[src/hw/dhb_pkg.sv]
/*
  Shared constants for the host bus port of the dual serial channel device.
  Assumes one 100 MHz clock and a synchronous active-low reset.
*/
package dhb_pkg;
  localparam int          DATA_W        = 8;
  localparam int          ADDR_W        = 4;
  // Device register map (index on the four select lines)
  localparam logic [3:0]  ADR_MODE      = 4'h0;
  localparam logic [3:0]  ADR_STAT_ONE  = 4'h1;
  localparam logic [3:0]  ADR_TEST      = 4'h2;
  localparam logic [3:0]  ADR_STAT_TWO  = 4'h3;
  localparam logic [3:0]  ADR_OUT_PORT_CONFIG_REG      = 4'h4;
  localparam logic [3:0]  ADR_IRQ_STAT  = 4'h5;
  localparam logic [3:0]  ADR_IRQ_MASK  = 4'h6;
  localparam logic [3:0]  ADR_OPR_SET   = 4'hE;
  localparam logic [3:0]  ADR_OPR_CLR   = 4'hF;
  localparam logic [3:0]  ADR_EVT       = 4'h8;
  localparam logic [3:0]  ADR_GPO_READ  = 4'hD;
  localparam logic [3:0]  ADR_CHAN_CTL  = 4'hA;
  localparam logic [7:0]  RST_ZERO      = 8'h00;
  localparam logic [7:0]  RST_GPO       = 8'hFF;
  localparam logic        PTR_FIRST     = 1'b0;
  // Controller software registers
  localparam logic [2:0]  CR_ADDR       = 3'h0;
  localparam logic [2:0]  CR_WDATA      = 3'h1;
  localparam logic [2:0]  CR_CMD        = 3'h2;
  localparam logic [2:0]  CR_RDATA      = 3'h3;
  localparam logic [2:0]  CR_STAT       = 3'h4;
  localparam logic [2:0]  CR_EVT        = 3'h5;
  localparam logic [2:0]  CR_MASK       = 3'h6;
  localparam logic [7:0]  CMD_WRITE     = 8'h01;
  localparam logic [7:0]  CMD_READ      = 8'h02;
  // Host strobe phase lengths in ns, rounded up to whole cycles
  localparam int          SETUP_NS      = 20;
  localparam int          STROBE_NS     = 40;
  localparam int          CLK_NS        = 10;
  localparam logic [3:0]  SETUP_CYC     = 4'((SETUP_NS + CLK_NS - 1) / CLK_NS);
  localparam logic [3:0]  STROBE_CYC    = 4'((STROBE_NS + CLK_NS - 1) / CLK_NS);
endpackage

[src/hw/dhb_if.sv]
/*
  Parallel host bus between processor side and device side.
  Assumes the bench resolves the shared data wire from the two enables.
*/
interface dhb_if;
  logic       chip_select_n;
  logic       write_strobe_n;
  logic       read_strobe_n;
  logic [3:0] reg_select_lines;
  logic [7:0] host_data_out;
  logic       host_data_oe;
  logic [7:0] dev_data_out;
  logic       dev_data_oe;
  logic [7:0] host_data_bus;
  logic       irq_request_n_out;
  logic       irq_request_n_oe;
  logic       irq_request_n;
  modport device (
    input  chip_select_n, write_strobe_n, read_strobe_n, reg_select_lines,
    input  host_data_bus,
    output dev_data_out, dev_data_oe, irq_request_n_out, irq_request_n_oe
  );
  modport host (
    output chip_select_n, write_strobe_n, read_strobe_n, reg_select_lines,
    output host_data_out, host_data_oe,
    input  host_data_bus, irq_request_n
  );
endinterface

[src/hw/dhb_device.sv]
/*
  Device end of the host bus: register file, reset behaviour, interrupt.
  Holds the device register map, the strobe edge capture, the read
  mux, the device reset and the open-drain interrupt request.
  Holds no transmitter or receiver engine; serial pins are stubs.
  Assumes bus pins are synchronous to clk_in; active-high device reset.
  Assumes the surrounding bench resolves the shared data wire and the
  open-drain request line from the enables driven here.
*/
// Decided for this implementation: the placing of the registers and the plain strobed port.
// Contract
// - Data lines float while chip select high
// - Write captured on write strobe rising edge
// - Selected read drives addressed register onto bus
// - Four select lines choose the register
// - Data bit zero is the least significant
// - Device reset clears status, mask, port registers
// - Reset drives general outputs high, stops timer
// - Reset idles channels, serial outputs at mark
// - Reset clears test modes, points at first mode
// - Request pulled low while unmasked condition holds
// - Receiver reads high as mark, low as space
// - Transmitter rests at mark when idle
module dhb_device
  import dhb_pkg::*;
(
  input  wire logic       clk_in,
  input  wire logic       rst_n_in,
  input  wire logic       dev_reset_in,
  input  wire logic [7:0] chan_event_in,
  input  wire logic       chan_one_serial_in,
  input  wire logic       chan_two_serial_in,
  dhb_if.device           bus,
  output logic [7:0]      general_outputs_out,
  output logic            chan_one_serial_out,
  output logic            chan_two_serial_out,
  output logic            timer_run_out,
  output logic            mode_ptr_out,
  output logic [7:0]      test_mode_out
);
  // ****************************************************************
  // State
  // ****************************************************************
  typedef struct packed {
    // Write capture: strobe seen last cycle and its address
    logic       wr_d;
    logic [3:0] wr_adr;
    // Device registers
    logic [7:0] chan_one_status_reg;
    logic [7:0] chan_two_status_reg;
    logic [7:0] irq_mask_reg;
    logic [7:0] irq_status_reg;
    logic [7:0] out_port_value_reg;
    logic [7:0] out_port_config_reg;
    logic [7:0] test_mode;
    logic [7:0] chan_ctl;
    logic       mode_ptr;
    logic       timer_run;
    // Read data registered each cycle from the select lines
    logic [7:0] rd_data;
  } dhb_dev_s;

  dhb_dev_s   st;
  dhb_dev_s   next_st;
  logic       wr_act;
  logic       rd_act;
  logic       wr_commit;
  logic       irq_pending;
  logic [1:0] rx_space;
  logic [1:0] rx_line;

  // ****************************************************************
  // Bus decode
  // ****************************************************************
  // Strobes are dead while the chip is not selected
  assign wr_act = !bus.chip_select_n && !bus.write_strobe_n;
  assign rd_act = !bus.chip_select_n && !bus.read_strobe_n;
  // Strobe rising edge: active last cycle, released now
  assign wr_commit = st.wr_d && !wr_act;

  // ****************************************************************
  // Next state
  // ****************************************************************
  always_comb
  begin
    next_st = st;
    next_st.wr_d = wr_act;
    if (wr_act)
    begin
      next_st.wr_adr = bus.reg_select_lines;
    end
    // Events set sticky; set wins over a clear in the same cycle
    // Capture on the strobe's rising edge, address held
    if (wr_commit)
    begin
      case (st.wr_adr)
        ADR_MODE:      next_st.mode_ptr = 1'b1;
        ADR_TEST:      next_st.test_mode = bus.host_data_bus;
        ADR_OUT_PORT_CONFIG_REG:      next_st.out_port_config_reg = bus.host_data_bus;
        ADR_IRQ_MASK:  next_st.irq_mask_reg = bus.host_data_bus;
        ADR_IRQ_STAT:  next_st.irq_status_reg =
                         st.irq_status_reg & ~bus.host_data_bus;
        ADR_CHAN_CTL:
        begin
          next_st.chan_ctl = bus.host_data_bus;
          next_st.timer_run = bus.host_data_bus[7];
        end
        ADR_OPR_SET:   next_st.out_port_value_reg =
                         st.out_port_value_reg | bus.host_data_bus;
        ADR_OPR_CLR:   next_st.out_port_value_reg =
                         st.out_port_value_reg & ~bus.host_data_bus;
        // Other addresses are read only or unused
        default:       next_st.mode_ptr = st.mode_ptr;
      endcase
    end

    next_st.irq_status_reg = next_st.irq_status_reg | chan_event_in;
    next_st.chan_one_status_reg = st.chan_one_status_reg
                                  | {7'h00, rx_space[0]};
    next_st.chan_two_status_reg = st.chan_two_status_reg
                                  | {7'h00, rx_space[1]};

    // D0 is bit zero of every value
    case (bus.reg_select_lines)
      ADR_MODE:      next_st.rd_data = {7'h00, st.mode_ptr};
      ADR_STAT_ONE:  next_st.rd_data = st.chan_one_status_reg;
      ADR_STAT_TWO:  next_st.rd_data = st.chan_two_status_reg;
      ADR_TEST:      next_st.rd_data = st.test_mode;
      ADR_OUT_PORT_CONFIG_REG:      next_st.rd_data = st.out_port_config_reg;
      ADR_IRQ_STAT:  next_st.rd_data = st.irq_status_reg;
      ADR_IRQ_MASK:  next_st.rd_data = st.irq_mask_reg;
      ADR_CHAN_CTL:  next_st.rd_data = st.chan_ctl;
      ADR_GPO_READ:  next_st.rd_data = st.out_port_value_reg;
      default:       next_st.rd_data = RST_ZERO;
    endcase

    // Device reset clears registers and parks everything
    if (dev_reset_in)
    begin
      next_st.chan_one_status_reg = RST_ZERO;
      next_st.chan_two_status_reg = RST_ZERO;
      next_st.irq_mask_reg        = RST_ZERO;
      next_st.irq_status_reg      = RST_ZERO;
      next_st.out_port_value_reg  = RST_ZERO;
      next_st.out_port_config_reg = RST_ZERO;
      next_st.test_mode           = RST_ZERO;
      next_st.chan_ctl            = RST_ZERO;
      next_st.mode_ptr            = PTR_FIRST;
      next_st.timer_run           = 1'b0;
      next_st.wr_d                = 1'b0;
    end
  end

  // ****************************************************************
  // Serial inputs
  // ****************************************************************
  // Serial input: high is mark, low is space, bit 0 first
  assign rx_line = {chan_two_serial_in, chan_one_serial_in};
  generate
    for (genvar ch = 0; ch < 2; ch++)
    begin : g_rx
      assign rx_space[ch] = !rx_line[ch] && st.chan_ctl[ch];
    end
  endgenerate

  // ****************************************************************
  // Registers
  // ****************************************************************
  always_ff @(posedge clk_in)
  begin
    // Bench reset zeroes all; device reset is handled above
    if (!rst_n_in)
    begin
      st <= '0;
    end
    else
    begin
      st <= next_st;
    end
  end

  // ****************************************************************
  // Outputs
  // ****************************************************************
  // Data lines float unless a selected read is in progress
  assign bus.dev_data_out = st.rd_data;
  assign bus.dev_data_oe  = rd_act;

  // Open drain: drive low only when an unmasked condition holds
  assign irq_pending = |(st.irq_status_reg & st.irq_mask_reg);
  assign bus.irq_request_n_out = 1'b0;
  assign bus.irq_request_n_oe  = irq_pending;

  // Outputs are inverted register bits, so reset shows all high
  assign general_outputs_out = ~st.out_port_value_reg;
  // Timer stops at once while reset is high, not a cycle later
  assign timer_run_out = st.timer_run && !dev_reset_in;

  // No transmitter engine here; lines rest at mark
  assign chan_one_serial_out = 1'b1;
  assign chan_two_serial_out = 1'b1;
  assign mode_ptr_out  = st.mode_ptr;
  assign test_mode_out = st.test_mode;
endmodule

[src/flat_wrapper.sv]
// flat-port wrapper written by rule: the top's interface ports become plain ports
module dhb_device_flat import dhb_pkg::*;
  (clk_in, rst_n_in, dev_reset_in, chan_event_in, chan_one_serial_in, chan_two_serial_in, general_outputs_out, chan_one_serial_out, chan_two_serial_out, timer_run_out, mode_ptr_out, test_mode_out, bus_chip_select_n, bus_write_strobe_n, bus_read_strobe_n, bus_reg_select_lines, bus_host_data_bus, bus_dev_data_out, bus_dev_data_oe, bus_irq_request_n_out, bus_irq_request_n_oe);
  dhb_if bus_i ();
  input  wire logic clk_in;
  input  wire logic rst_n_in;
  input  wire logic dev_reset_in;
  input  wire logic [7:0] chan_event_in;
  input  wire logic chan_one_serial_in;
  input  wire logic chan_two_serial_in;
  output logic [7:0] general_outputs_out;
  output logic chan_one_serial_out;
  output logic chan_two_serial_out;
  output logic timer_run_out;
  output logic mode_ptr_out;
  output logic [7:0] test_mode_out;
  input wire logic [$bits(bus_i.chip_select_n)-1:0] bus_chip_select_n;
  input wire logic [$bits(bus_i.write_strobe_n)-1:0] bus_write_strobe_n;
  input wire logic [$bits(bus_i.read_strobe_n)-1:0] bus_read_strobe_n;
  input wire logic [$bits(bus_i.reg_select_lines)-1:0] bus_reg_select_lines;
  input wire logic [$bits(bus_i.host_data_bus)-1:0] bus_host_data_bus;
  output wire logic [$bits(bus_i.dev_data_out)-1:0] bus_dev_data_out;
  output wire logic [$bits(bus_i.dev_data_oe)-1:0] bus_dev_data_oe;
  output wire logic [$bits(bus_i.irq_request_n_out)-1:0] bus_irq_request_n_out;
  output wire logic [$bits(bus_i.irq_request_n_oe)-1:0] bus_irq_request_n_oe;
  assign bus_i.chip_select_n = bus_chip_select_n;
  assign bus_i.write_strobe_n = bus_write_strobe_n;
  assign bus_i.read_strobe_n = bus_read_strobe_n;
  assign bus_i.reg_select_lines = bus_reg_select_lines;
  assign bus_i.host_data_bus = bus_host_data_bus;
  assign bus_dev_data_out = bus_i.dev_data_out;
  assign bus_dev_data_oe = bus_i.dev_data_oe;
  assign bus_irq_request_n_out = bus_i.irq_request_n_out;
  assign bus_irq_request_n_oe = bus_i.irq_request_n_oe;
  dhb_device u_core (.clk_in(clk_in), .rst_n_in(rst_n_in), .dev_reset_in(dev_reset_in), .chan_event_in(chan_event_in), .chan_one_serial_in(chan_one_serial_in), .chan_two_serial_in(chan_two_serial_in), .bus(bus_i), .general_outputs_out(general_outputs_out), .chan_one_serial_out(chan_one_serial_out), .chan_two_serial_out(chan_two_serial_out), .timer_run_out(timer_run_out), .mode_ptr_out(mode_ptr_out), .test_mode_out(test_mode_out));
endmodule
[config.mk]
export PLATFORM = sky130hd
export DESIGN_NAME = dhb_device_flat
export DESIGN_NICKNAME = d
export VERILOG_FILES = /design/src/hw/dhb_pkg.sv /design/src/hw/dhb_if.sv /design/src/hw/dhb_device.sv /design/src/flat_wrapper.sv
export SDC_FILE = /design/constraint.sdc
export NUM_CORES = 1
export LEC_CHECK = 0
export BUFFER_PORTS_ARGS = -buffer_cell sky130_fd_sc_hd__buf_2
export CAP_MARGIN = 25
export CORE_ASPECT_RATIO = 2
export CORE_MARGIN = 8
export CORE_UTILIZATION = 50
export CTS_BUF_LIST = sky130_fd_sc_hd__clkbuf_8
export CTS_CLUSTER_SIZE = 25
export DETAILED_ROUTE_END_ITERATION = 10
export PLACE_DENSITY = 0.73
export SETUP_SLACK_MARGIN = 0.05
export SLEW_MARGIN = 20
export SYNTH_ARGS = -nofsm -noshare
export SYNTH_HDL_FRONTEND = slang
export SYNTH_SLANG_ARGS = --single-unit
[constraint.sdc]
create_clock -name clk_in -period 1.6 [get_ports clk_in]
set_clock_uncertainty 0.1 [all_clocks]
set_input_delay 0.08 -clock clk_in [delete_from_list [all_inputs] [get_ports clk_in]]
set_output_delay 0.08 -clock clk_in [all_outputs]
set_load 0.05 [all_outputs]
Yosys cells after proc, flatten, opt, wreduce, memory -nomap -nowiden. Index checks and enable logic that the tools add are counted.

Output and inout bits: 31. Word-level logic and storage cells: 71. Input bits: 28. Flip-flop bits (word level): 79.

Bitwise operators: 10. Reduce and logical (&&, ||, !) cells: 24. Multiplexer cells: 9. Equality and inequality tests: 15.

Operator list (count): 8-bit one-hot mux with 9 select lines (1); 42-bit 2-to-1 mux (1); 8-bit 2-to-1 mux (4); 8-bit bitwise AND (3); 4-bit by 3-bit == test with 1-bit output, second input constant (6); 4-bit == test, second input constant (5); 8-bit inverter (2); 8-bit by 1-bit bitwise OR with 8-bit output (2); 8-bit bitwise OR (2); 8-bit one-hot mux with 2 select lines (1); 4-bit by 2-bit == test with 1-bit output, second input constant (3); 2-bit AND reduction (6); 4-bit logical NOT (2); 8-bit OR reduction (1); 1-bit logical NOT (7); 1-bit logical AND (6); 4-bit by 1-bit == test with 1-bit output, second input constant (1); 1-bit 2-to-1 mux (2); 2-bit nonzero test (1); 2-bit OR reduction (1); 1-bit inverter (1).

Longest topological paths before layout. Gate-level depths: netlist of run 1.

Depth in word-level cells: 6. Depth in mapped cells: 7. Gate-level depth less buffers: 4.

Least setup slack after synthesis of run 1. No wires, ideal clock.

Path kind: flip-flop to flip-flop. Start: register u_core.st[75] in the netlist's numbering. End: register with a tool-made name. Cell stages (with the launch flop): 8. Arrival: 1244 ps. Period minus slack after synthesis: 1432 ps. Path buffers: 3. Library setup time: 88 ps. Required time: 1412 ps. Path slack: 168 ps. Cells stage by stage: dfxtp_1 buf_4 and3_1 and3_4 buf_6 buf_12 a21oi_2 a311oi_2.

RTL lines: from (decl) (line dhb_device.sv:63) `dhb_dev_s st;`; from (signal assigned) (line dhb_device.sv:178) `st <= next_st;`.

Worst setup path in the final report of run 1.
Start: register u_core.st[74] in the netlist's numbering. End: register u_core.st[14] in the netlist's numbering.

Cells in the longest elaborated chain, start to end: 2.

Ends and longest elaborated chain: 4-bit == test (line dhb_device.sv:96) `case (st.wr_adr)`; 2-bit AND reduction (no source line).

No other way between the ends. A chain may end at the register's enable or synchronous reset.

==> results of run 1 <==
through the flow:
stage | instance area (µm²) | hold slack [ps] | worst slack [ps] | util, % | power (mW)
4_1_cts | 3680 | 8.24 | 50.9 | 61.3 | 3.11
3_5_place_dp | 3320 | 193 | 72.5 | 55.2 | 1.91
2_1_floorplan | 3090 | 93.4 | 168 | - | 1.81
5_1_grt | 3700 | 17.9 | 47.4 | 61.6 | 3.20
3_3_place_gp | 3320 | 188 | 86.7 | 55.2 | 1.91
6_report | 3700 | 5.21 | 113 | 61.6 | 3.08
cell type report:
| type | instances | area [µm²] |
|---|---|---|
| Timing Repair Buffer | 90 | 626 |
| Fill cell | 538 | 2310 |
| Clock buffer | 10 | 138 |
| Clock inverter | 6 | 27.5 |
| Multi-Input combinational cell | 216 | 1500 |
| Inverter | 12 | 45.0 |
| Tap cell | 63 | 78.8 |
| Sequential cell | 64 | 1280 |
cell usage after synthesis, types with 2 or more instances:
master / n
a21oi_1: 24
mux2i_1: 38
inv_1: 12
buf_4: 24
a2bb2oi_1: 2
nor3b_1: 2
buf_6: 3
mux2_2: 2
nand3_2: 2
nand4_1: 9
a21oi_2: 3
clkbuf_1: 8
dfxtp_1: 64
and3_1: 2
and2_1: 2
and2b_1: 2
conb_1: 2
a22o_1: 7
a22oi_1: 10
a21boi_0: 4
nand2_1: 17
nor2_1: 52
a311oi_2: 8
buf_2: 3
nor2b_1: 5
a31oi_1: 5
and3b_1: 2
worst min-delay path by stage:
stage,to,slack [ps],depth (start not counted)
after floorplan,flop,90,1
after global placement,u_core.st[45],190,3
after detailed placement,u_core.st[42],190,3
after CTS,u_core.st[77],8,3
after global routing,flop,20,2
final,u_core.st[75],5,4
worst max-delay path: stages (launching register included):
cell and delay (ps):
dfxtp_1 340, o21ba_2 310, nand4_2 190, buf_4 230, mux2i_1 150, nor2_1 50
where the power goes:
group | leakage, nW | switching, mW | total, mW | internal [mW]
registers | 0.518 | 0.0190 | 1.63 | 1.61
clock network | 0.0982 | 0.583 | 1.16 | 0.580
logic | 0.972 | 0.175 | 0.292 | 0.117
total | 1.59 | 0.776 | 3.08 | 2.31
logic make-up (layout without fill, tap and decap cells):
group,after synthesis,after routing,share of synthesized area [%]
other,2,3,0.243
multiplexers,40,40,13.0
AO/OA/AOI/OAI,68,68,17.3
flip-flops,64,64,41.5
AND/OR/NAND/NOR,105,105,17.3
buffers and inverters,52,118,10.7
per-layer routing:
metal	vias up	track usage (%)
met5	-	0
li1	1263	-
met3	31	5.88
met2	106	35.7
met4	0	16.2
met1	1235	17.9
what timing repair did:
| item | in CTS | in global routing |
|---|---|---|
| endpoints found under the hold margin | 24 | 0 |
| hold buffers | 20 | 0 |
| endpoints found under the setup margin | 0 | 27 |
| gates resized for setup | 0 | 7 |
| buffers inserted | 0 | 0 |
==> results.toml, run 1 <==
[status]
status = "complete, no violations"

[setup_path]
rrSetupSlack_ps = 110
crit_type = "flop to flop"
timing.critical_path.from = "u_core.st[74]"
worstPathRequired_ps = 1740
arrival_ps = 1620
r2r_cells = 5
crit_end = "u_core.st[14]"
r2r_start = "u_core.st[74]"
r2r-end = "u_core.st[14]"
start_kind = "flop"
endpoint_kind = "flop"
critPathMaxFanout = 6

[routing]
via_per_inst = 5.72
drc_errors = 0
postRouteAntennaNets = 0
dr_wl_met3_um = 528
routed_wl_mm = 8.78
firstDrtPassIters = 4
dr.max_layer_used = "met4"
wl_met1_mm = 3.07
wl_per_cell_um = 19.0
via_count = 2635
drt_iter0_drc = 232
wl_met2_mm = 4.66

[clock_network]
cts_tree = "yes"
clock_path_buffers = 2
clk_pin_slew_ps = 70
cts-htree-levels = 3
cts_sinks = 64
clockRootBuffer = "clkbuf_8"
clock_latency_ps = 350
numCtsBuffers = 9

[yosys]
ys_seq_area_share_pct = 41.5
avgSynthCellArea_um2 = 9.33
synth_top_area_share_pct = 41.5
yosys_warnings = 0
synth_ff_type = "dfxtp_1"
syn_inst = 331
synthTopCellsByArea = "dfxtp_1 (41%), mux2i_1 (12%), nor2_1 (6.3%)"
synth_edf_count = 0
synth_top_cell_by_area = "dfxtp_1"
synth_area_um2 = 3090
synth-seq-cells = 64
async_reset_ff_share_pct = 0
ys_types = 44

[floorplanning]
core-area_um2 = 6010
initial_core_util_pct = 51.4
boundaryPins = 59
placement_rows = 40
die_area_um2 = 9100
die_h_um = 127
die_x_um = 71.6

[grt]
grt_pass1_wl_mm = 13.7
grt_remaining_overflow = 0
grt_pass1_vias = 2721
grt_max_degree = 53
antenna_found_initial = 0
grtUsageTotal_pct = 20.0

[sta]
tightest_slew_ps = 633
drv_slew = 0
tns_ps = 0
setup_viol_count_final = 0
maxSlewHeadroom_pct = 57.5
final_hold_viol_count = 0
period_share_pct = 93.0
clock.fmax_mhz = 672
min_period_ps = 1490
rsz0062_at_grt = "yes"

[hold_path]
hp-class = "input pin to flop"
hp-start = "bus_chip_select_n"

[cells_and_area]
final_cells = 461
drive_gt1_share_pct = 28.4
diodes = 0
final_cell_mix = "dfxtp_1 (62), buf_2 (55), nor2_1 (51), mux2i_1 (38), a21oi_1 (24)"
fin_nets = 421
areaGrowthSynthToFinish_pct = 19.7
final_common_cell = "dfxtp_1"

[placement]
post-dp-hpwl_mm = 6.58
placed_cells = 425
place_congestion = 1.01
portBuffers = 55

[run]
cap_violations = 0

[power_and_ir_drop]
power.density_nw_per_um2 = 834
p_leak_nw = 1.59
max-vdd-ir-drop_uv = 728
(Power assumes the default switching activity.)
==> inputs of run 2 (changes only) <==
Settings changed: REMOVE_ABC_BUFFERS from default to 1.
==> run 2 against run 1 <==
- power up 7.8%
- critical path type unchanged
- sequential share of layout area fell by 1.1 points
- sequential power hardly changed
- largest cell class unchanged
- cell count rose by 2.4%
==> results.toml, run 2 (same netlist as run 1, synthesis figures left out) <==
[status]
status = "complete, no violations"

[setup_path]
critPathMaxFanout = 8
slowest_delay_ps = 350
rrSetupSlack_ps = 90
worstPathRequired_ps = 1740
crit_type = "flop to flop"
arrival_ps = 1650
start_kind = "flop"
endpoint_kind = "flop"
critPathBufInv = 1
timing.critical_path.from = "u_core.st[77]"
critical_path.top_delay_family = "simple AND/OR/NAND/NOR gates"
slowest_stage = "dfxtp_1"
path_cells = "and3b_2 -> and3_1 -> buf_6 -> mux2i_1 -> nor2_1"
r2r_start = "u_core.st[77]"

[sta]
period_share_pct = 94.1
worst_slack_ps = 93.9
clock.fmax_mhz = 664
rsz0062_at_grt = "yes"
min_period_ps = 1510
maxSlewHeadroom_pct = 64.5
drv_slew = 0
whs_ps = 106
final_hold_viol_count = 0
tightest_slew_ps = 533
setup_viol_count_final = 0

[routing]
wl_per_cell_um = 18.2
via_per_inst = 5.61
via_count = 2646
drc_errors = 0
postRouteAntennaNets = 0
drt_iter0_drc = 217
routed_wl_mm = 8.58
firstDrtPassIters = 5

[floorplanning]
core-area_um2 = 6010
placement_rows = 40
die_h_um = 127
die_area_um2 = 9100
die_x_um = 71.6
boundaryPins = 59
initial_core_util_pct = 51.4

[placement]
place_ws_ps = 43.3
post-dp-hpwl_mm = 6.06
place_congestion = 0.928
portBuffers = 55

[cells_and_area]
multi_input_comb_area_um2 = 1510
final_common_cell = "dfxtp_1"
final_cell_mix = "dfxtp_1 (63), buf_2 (55), nor2_1 (51), mux2i_1 (38)"
fin_nets = 432
seq_area_um2 = 1280
areaGrowthSynthToFinish_pct = 23.5
fillCellCount = 520
diodes = 0
drive_gt1_share_pct = 28.9

[clock_network]
clock_latency_ps = 350
cts_sinks = 64
cts_tree = "yes"
numCtsBuffers = 9
clock_path_buffers = 2
clk_pin_slew_ps = 70
cts-htree-levels = 3
clockRootBuffer = "clkbuf_8"

[run]
cap_violations = 0

[grt]
grtUsageTotal_pct = 19.1
grt_max_degree = 40
grt_remaining_overflow = 0
grt_pass1_wl_mm = 13.3
grt_pass1_vias = 2736
antenna_found_initial = 0

[hold_path]
hp-start = "bus_write_strobe_n"
hp-class = "input pin to flop"

[power_and_ir_drop]
power.density_nw_per_um2 = 871
p_leak_nw = 1.67
max-vdd-ir-drop_uv = 541
run 2: cell count changes in the layout (fill, tap and decap cells not counted), moves of 2 or more:
| cell | change |
|---|---|
| buf_4 | +7 |
| dlygate4sd3_1 | +4 |
| buf_12 | -2 |
| clkinv_2 | -2 |
run 2: tightest hold or removal path, stage by stage:
cell and delay, ps:
buf_2 100, o21ba_4 180, a31oi_1 90, nor2_1 70
run 2: layout make-up:
cell class	instances	share of cell area, %
inverters	12	1.18
flip-flops and latches	64	33.6
well taps	63	2.07
multi-input cells	216	39.5
clock buffers	11	3.97
clock inverters	5	1.25
repair buffers	101	18.4
run 2: worst paths after layout:
path	depth (start not counted)	to
setup reg to reg	5	u_core.st[30]
setup / recovery	5	u_core.st[30]
hold / removal	4	u_core.mode_ptr_out
hold reg to reg	2	u_core.bus.dev_data_out[2]
run 2: stage by stage:
step	total power [mW]	setup TNS, ps	cell area, µm²	utilization [%]	instances
floorplan	1.77	-459	2810	-	292
global placement	1.91	0	3310	55.2	428
detailed placement	1.91	0	3310	55.2	428
CTS	3.34	0	3760	62.6	469
global route	3.44	0	3810	63.5	472
finish	3.32	0	3810	63.5	472
run 2: power by group:
group / internal (mW) / switching (mW)
combinational: 0.132 / 0.178
clock: 0.787 / 0.601
sequential: 1.61 / 0.0158
run 2: timing repair:
item,4_1_cts,5_1_grt
buffers inserted,0,3
resized for setup,1,8
endpoints found under the setup margin,10,31
hold endpoints to repair,50,0
hold buffers,25,0
run 2: layer usage:
layer | up-vias | part of all wire [%] | global-route usage (%)
met5 | - | 0 | 0
met3 | 27 | 5.6 | 4.94
met4 | 0 | 4.4 | 14.1
met2 | 103 | 55 | 33.9
met1 | 1232 | 35 | 18.3
li1 | 1284 | - | -
==> inputs of run 3 (changes only) <==
Settings changed: ABC_AREA from default to 1.
==> run 3 against run 2 <==
- sequential power barely moved
- synthesized cell count rose by 32%
- critical path depth rose by 1
- register-to-register slack got worse by 50 ps
- sequential share of layout area fell by 0.20 points
- routed wire length fell by 1.9%
- power rose by 0.64%
- clock power barely moved
- worst setup slack got worse by 63 ps
- die area fell by 1.5%
- highest routed layer unchanged
- non-clock buffer count fell by 4
==> results.toml, run 3 <==
[sta]
worst_slack_ps = 30.8
clock.fmax_mhz = 637
tns_ps = 0
rsz0062_at_grt = "yes"
setup_viol_count_final = 0
final_hold_viol_count = 0
period_share_pct = 98.1
min_period_ps = 1570
drv_slew = 0

[power_and_ir_drop]
p_leak_nw = 1.61
max-vdd-ir-drop_uv = 896
p_switching_mw = 0.822
p_comb_share_pct = 9.7
seqPwrFrac_pct = 48.7
swShare_pct = 24.6
internal_power_mw = 2.52
power.total_mw = 3.35
power.density_nw_per_um2 = 871
clockPowerShare_pct = 41.6

[routing]
via_count = 3060
wl_per_cell_um = 14.4
routed_wl_mm = 8.41
via_per_inst = 5.23
postRouteAntennaNets = 0
firstDrtPassIters = 4
drt_iter0_drc = 193
drc_errors = 0

[cells_and_area]
areaGrowthSynthToFinish_pct = 26.6
final_common_cell = "nand2_1"
fillCellCount = 544
final_cell_mix = "nand2_1 (91), nor2_1 (67), dfxtp_1 (62), buf_2 (54), inv_1 (41)"
fin_nets = 545
diodes = 0
fin_area_um2 = 3840
drive_gt1_share_pct = 21.5
final_cells = 585

[placement]
portBuffers = 55
place_congestion = 0.918
placed_cell_area_um2 = 3270
place_ws_ps = 119
placed_cells = 537
post-dp-hpwl_mm = 6.26

[clock_network]
cts-htree-levels = 3
clock_latency_ps = 360
cts_tree = "yes"
clockRootBuffer = "clkbuf_8"
cts_sinks = 64
numCtsBuffers = 9
clock_path_buffers = 2
clk_pin_slew_ps = 60

[grt]
grt_pass1_wl_mm = 14.1
busiest_layer = "met2"
grt_use_met3_pct = 6.04
grt_pass1_vias = 3063
grt_use_met1_pct = 19.4
grtUsageMet2_pct = 35.4
antenna_found_initial = 0
grt_remaining_overflow = 0
grt_max_degree = 29
grtUsageTotal_pct = 19.9

[yosys]
yosysMostFrequentCell = "nand2_1"
synth_edf_count = 0
ys_types = 23
synth-seq-cells = 64
avgSynthCellArea_um2 = 6.94
synthTopCellsByArea = "dfxtp_1 (42%), nand2_1 (12%), nor2_1 (8.5%)"
async_reset_ff_share_pct = 0
ys_seq_area_share_pct = 42.2
synth_top_cell_by_area = "dfxtp_1"
synth_top_area_share_pct = 42.2
ys_top_cells_by_count = "nand2_1 (93), nor2_1 (69), dfxtp_1 (64)"
synth_ff_type = "dfxtp_1"
synth_area_um2 = 3030
yosys_warnings = 0
syn_inst = 437

[floorplanning]
die_h_um = 126
placement_rows = 40
core-area_um2 = 5960
die_area_um2 = 8970
die_x_um = 71.1
boundaryPins = 59
initial_core_util_pct = 50.9

[setup_path]
crit_type = "input pin to flop"
arrival_ps = 1770
endpoint_kind = "flop"
start_kind = "input pin"
critPathMaxFanout = 8
worstPathRequired_ps = 1800

[status]
status = "complete, no violations"

[hold_path]
hp-class = "input pin to flop"

[run]
cap_violations = 0
[run 3: cell types whose count changed in the layout (fill, tap and decap cells not counted), sizes merged, moves of 6 or more]
cell	delta
a21oi	+15
a22o	-6
a22oi	-10
a311oi	-8
buf	-8
inv	+33
mux2i	-38
nand2	+76
nand3	+38
nor2	+25
o21ai	+27
[run 3: final timing paths]
path / from / to / slack [ps] / cells past startpoint
setup reg to reg: u_core.st[75] / u_core.st[75] / 40 / 4
setup / recovery: bus_write_strobe_n / u_core.st[75] / 30 / 6
hold / removal: bus_chip_select_n / u_core.st[78] / 140 / 5
hold reg to reg: u_core.st[28] / u_core.st[28] / 370 / 2
[run 3: kinds of logic (layout without fill, tap and decap cells)]
family                 count (synthesis)  count (layout)  synth area share, %
other                                  2               3                0.248
DFF                                   64              64                 42.2
AOI/OAI and AO/OA                     71              71                 12.5
and+or+nand+nor                      226             226                 33.0
buffers and inverters                 74             158                 12.0
[run 3: power by group through the flow]
stage / logic [mW] / clock network (mW) / registers, mW
floorplan: 0.128 / 0 / 1.67
global placement: 0.245 / 0 / 1.66
detailed placement: 0.250 / 0 / 1.66
CTS: 0.306 / 1.42 / 1.63
global route: 0.352 / 1.49 / 1.63
finish: 0.324 / 1.39 / 1.63
[run 3: metal layers]
layer	up-vias	share of wire [%]	wire (µm)
met5	-	0	0
met4	0	3.4	287
met3	25	5.7	477
met2	98	53	4460
met1	1387	38	3190
li1	1550	-	-
[run 3: per-stage QoR]
| stage | hold WS, ps | util (%) |
|---|---|---|
| after floorplan | 114 | - |
| after global placement | 221 | 55.0 |
| after detailed placement | 225 | 55.0 |
| after CTS | 96.2 | 63.5 |
| after global routing | 171 | 64.5 |
| final | 144 | 64.5 |
[run 3: cell type report]
| class | instances | area, µm² | area share (%) |
|---|---|---|---|
| clock buffer | 11 | 151 | 3.94 |
| clock inverter | 5 | 47.5 | 1.24 |
| inverter | 45 | 169 | 4.40 |
| multi-input combinational | 300 | 1430 | 37.3 |
| sequential | 64 | 1280 | 33.4 |
| tap | 63 | 78.8 | 2.05 |
| timing repair buffer | 97 | 677 | 17.6 |
[run 3: what timing repair did]
action / 4_1_cts / 5_1_grt
cloned: 0 / 0
setup endpoints to repair: 1 / 33
buffers inserted: 1 / 2
pin swaps: 2 / 4
hold buffers: 29 / 0
resized for setup: 5 / 11
endpoints found under the hold margin: 58 / 0
[run 3: worst max-delay path, cell delays in order]
cell	delay, ps
dlygate4sd3_1	530
buf_2	140
nor2_4	160
o21ai_0	120
a21oi_1	160
dlygate4sd3_1	570
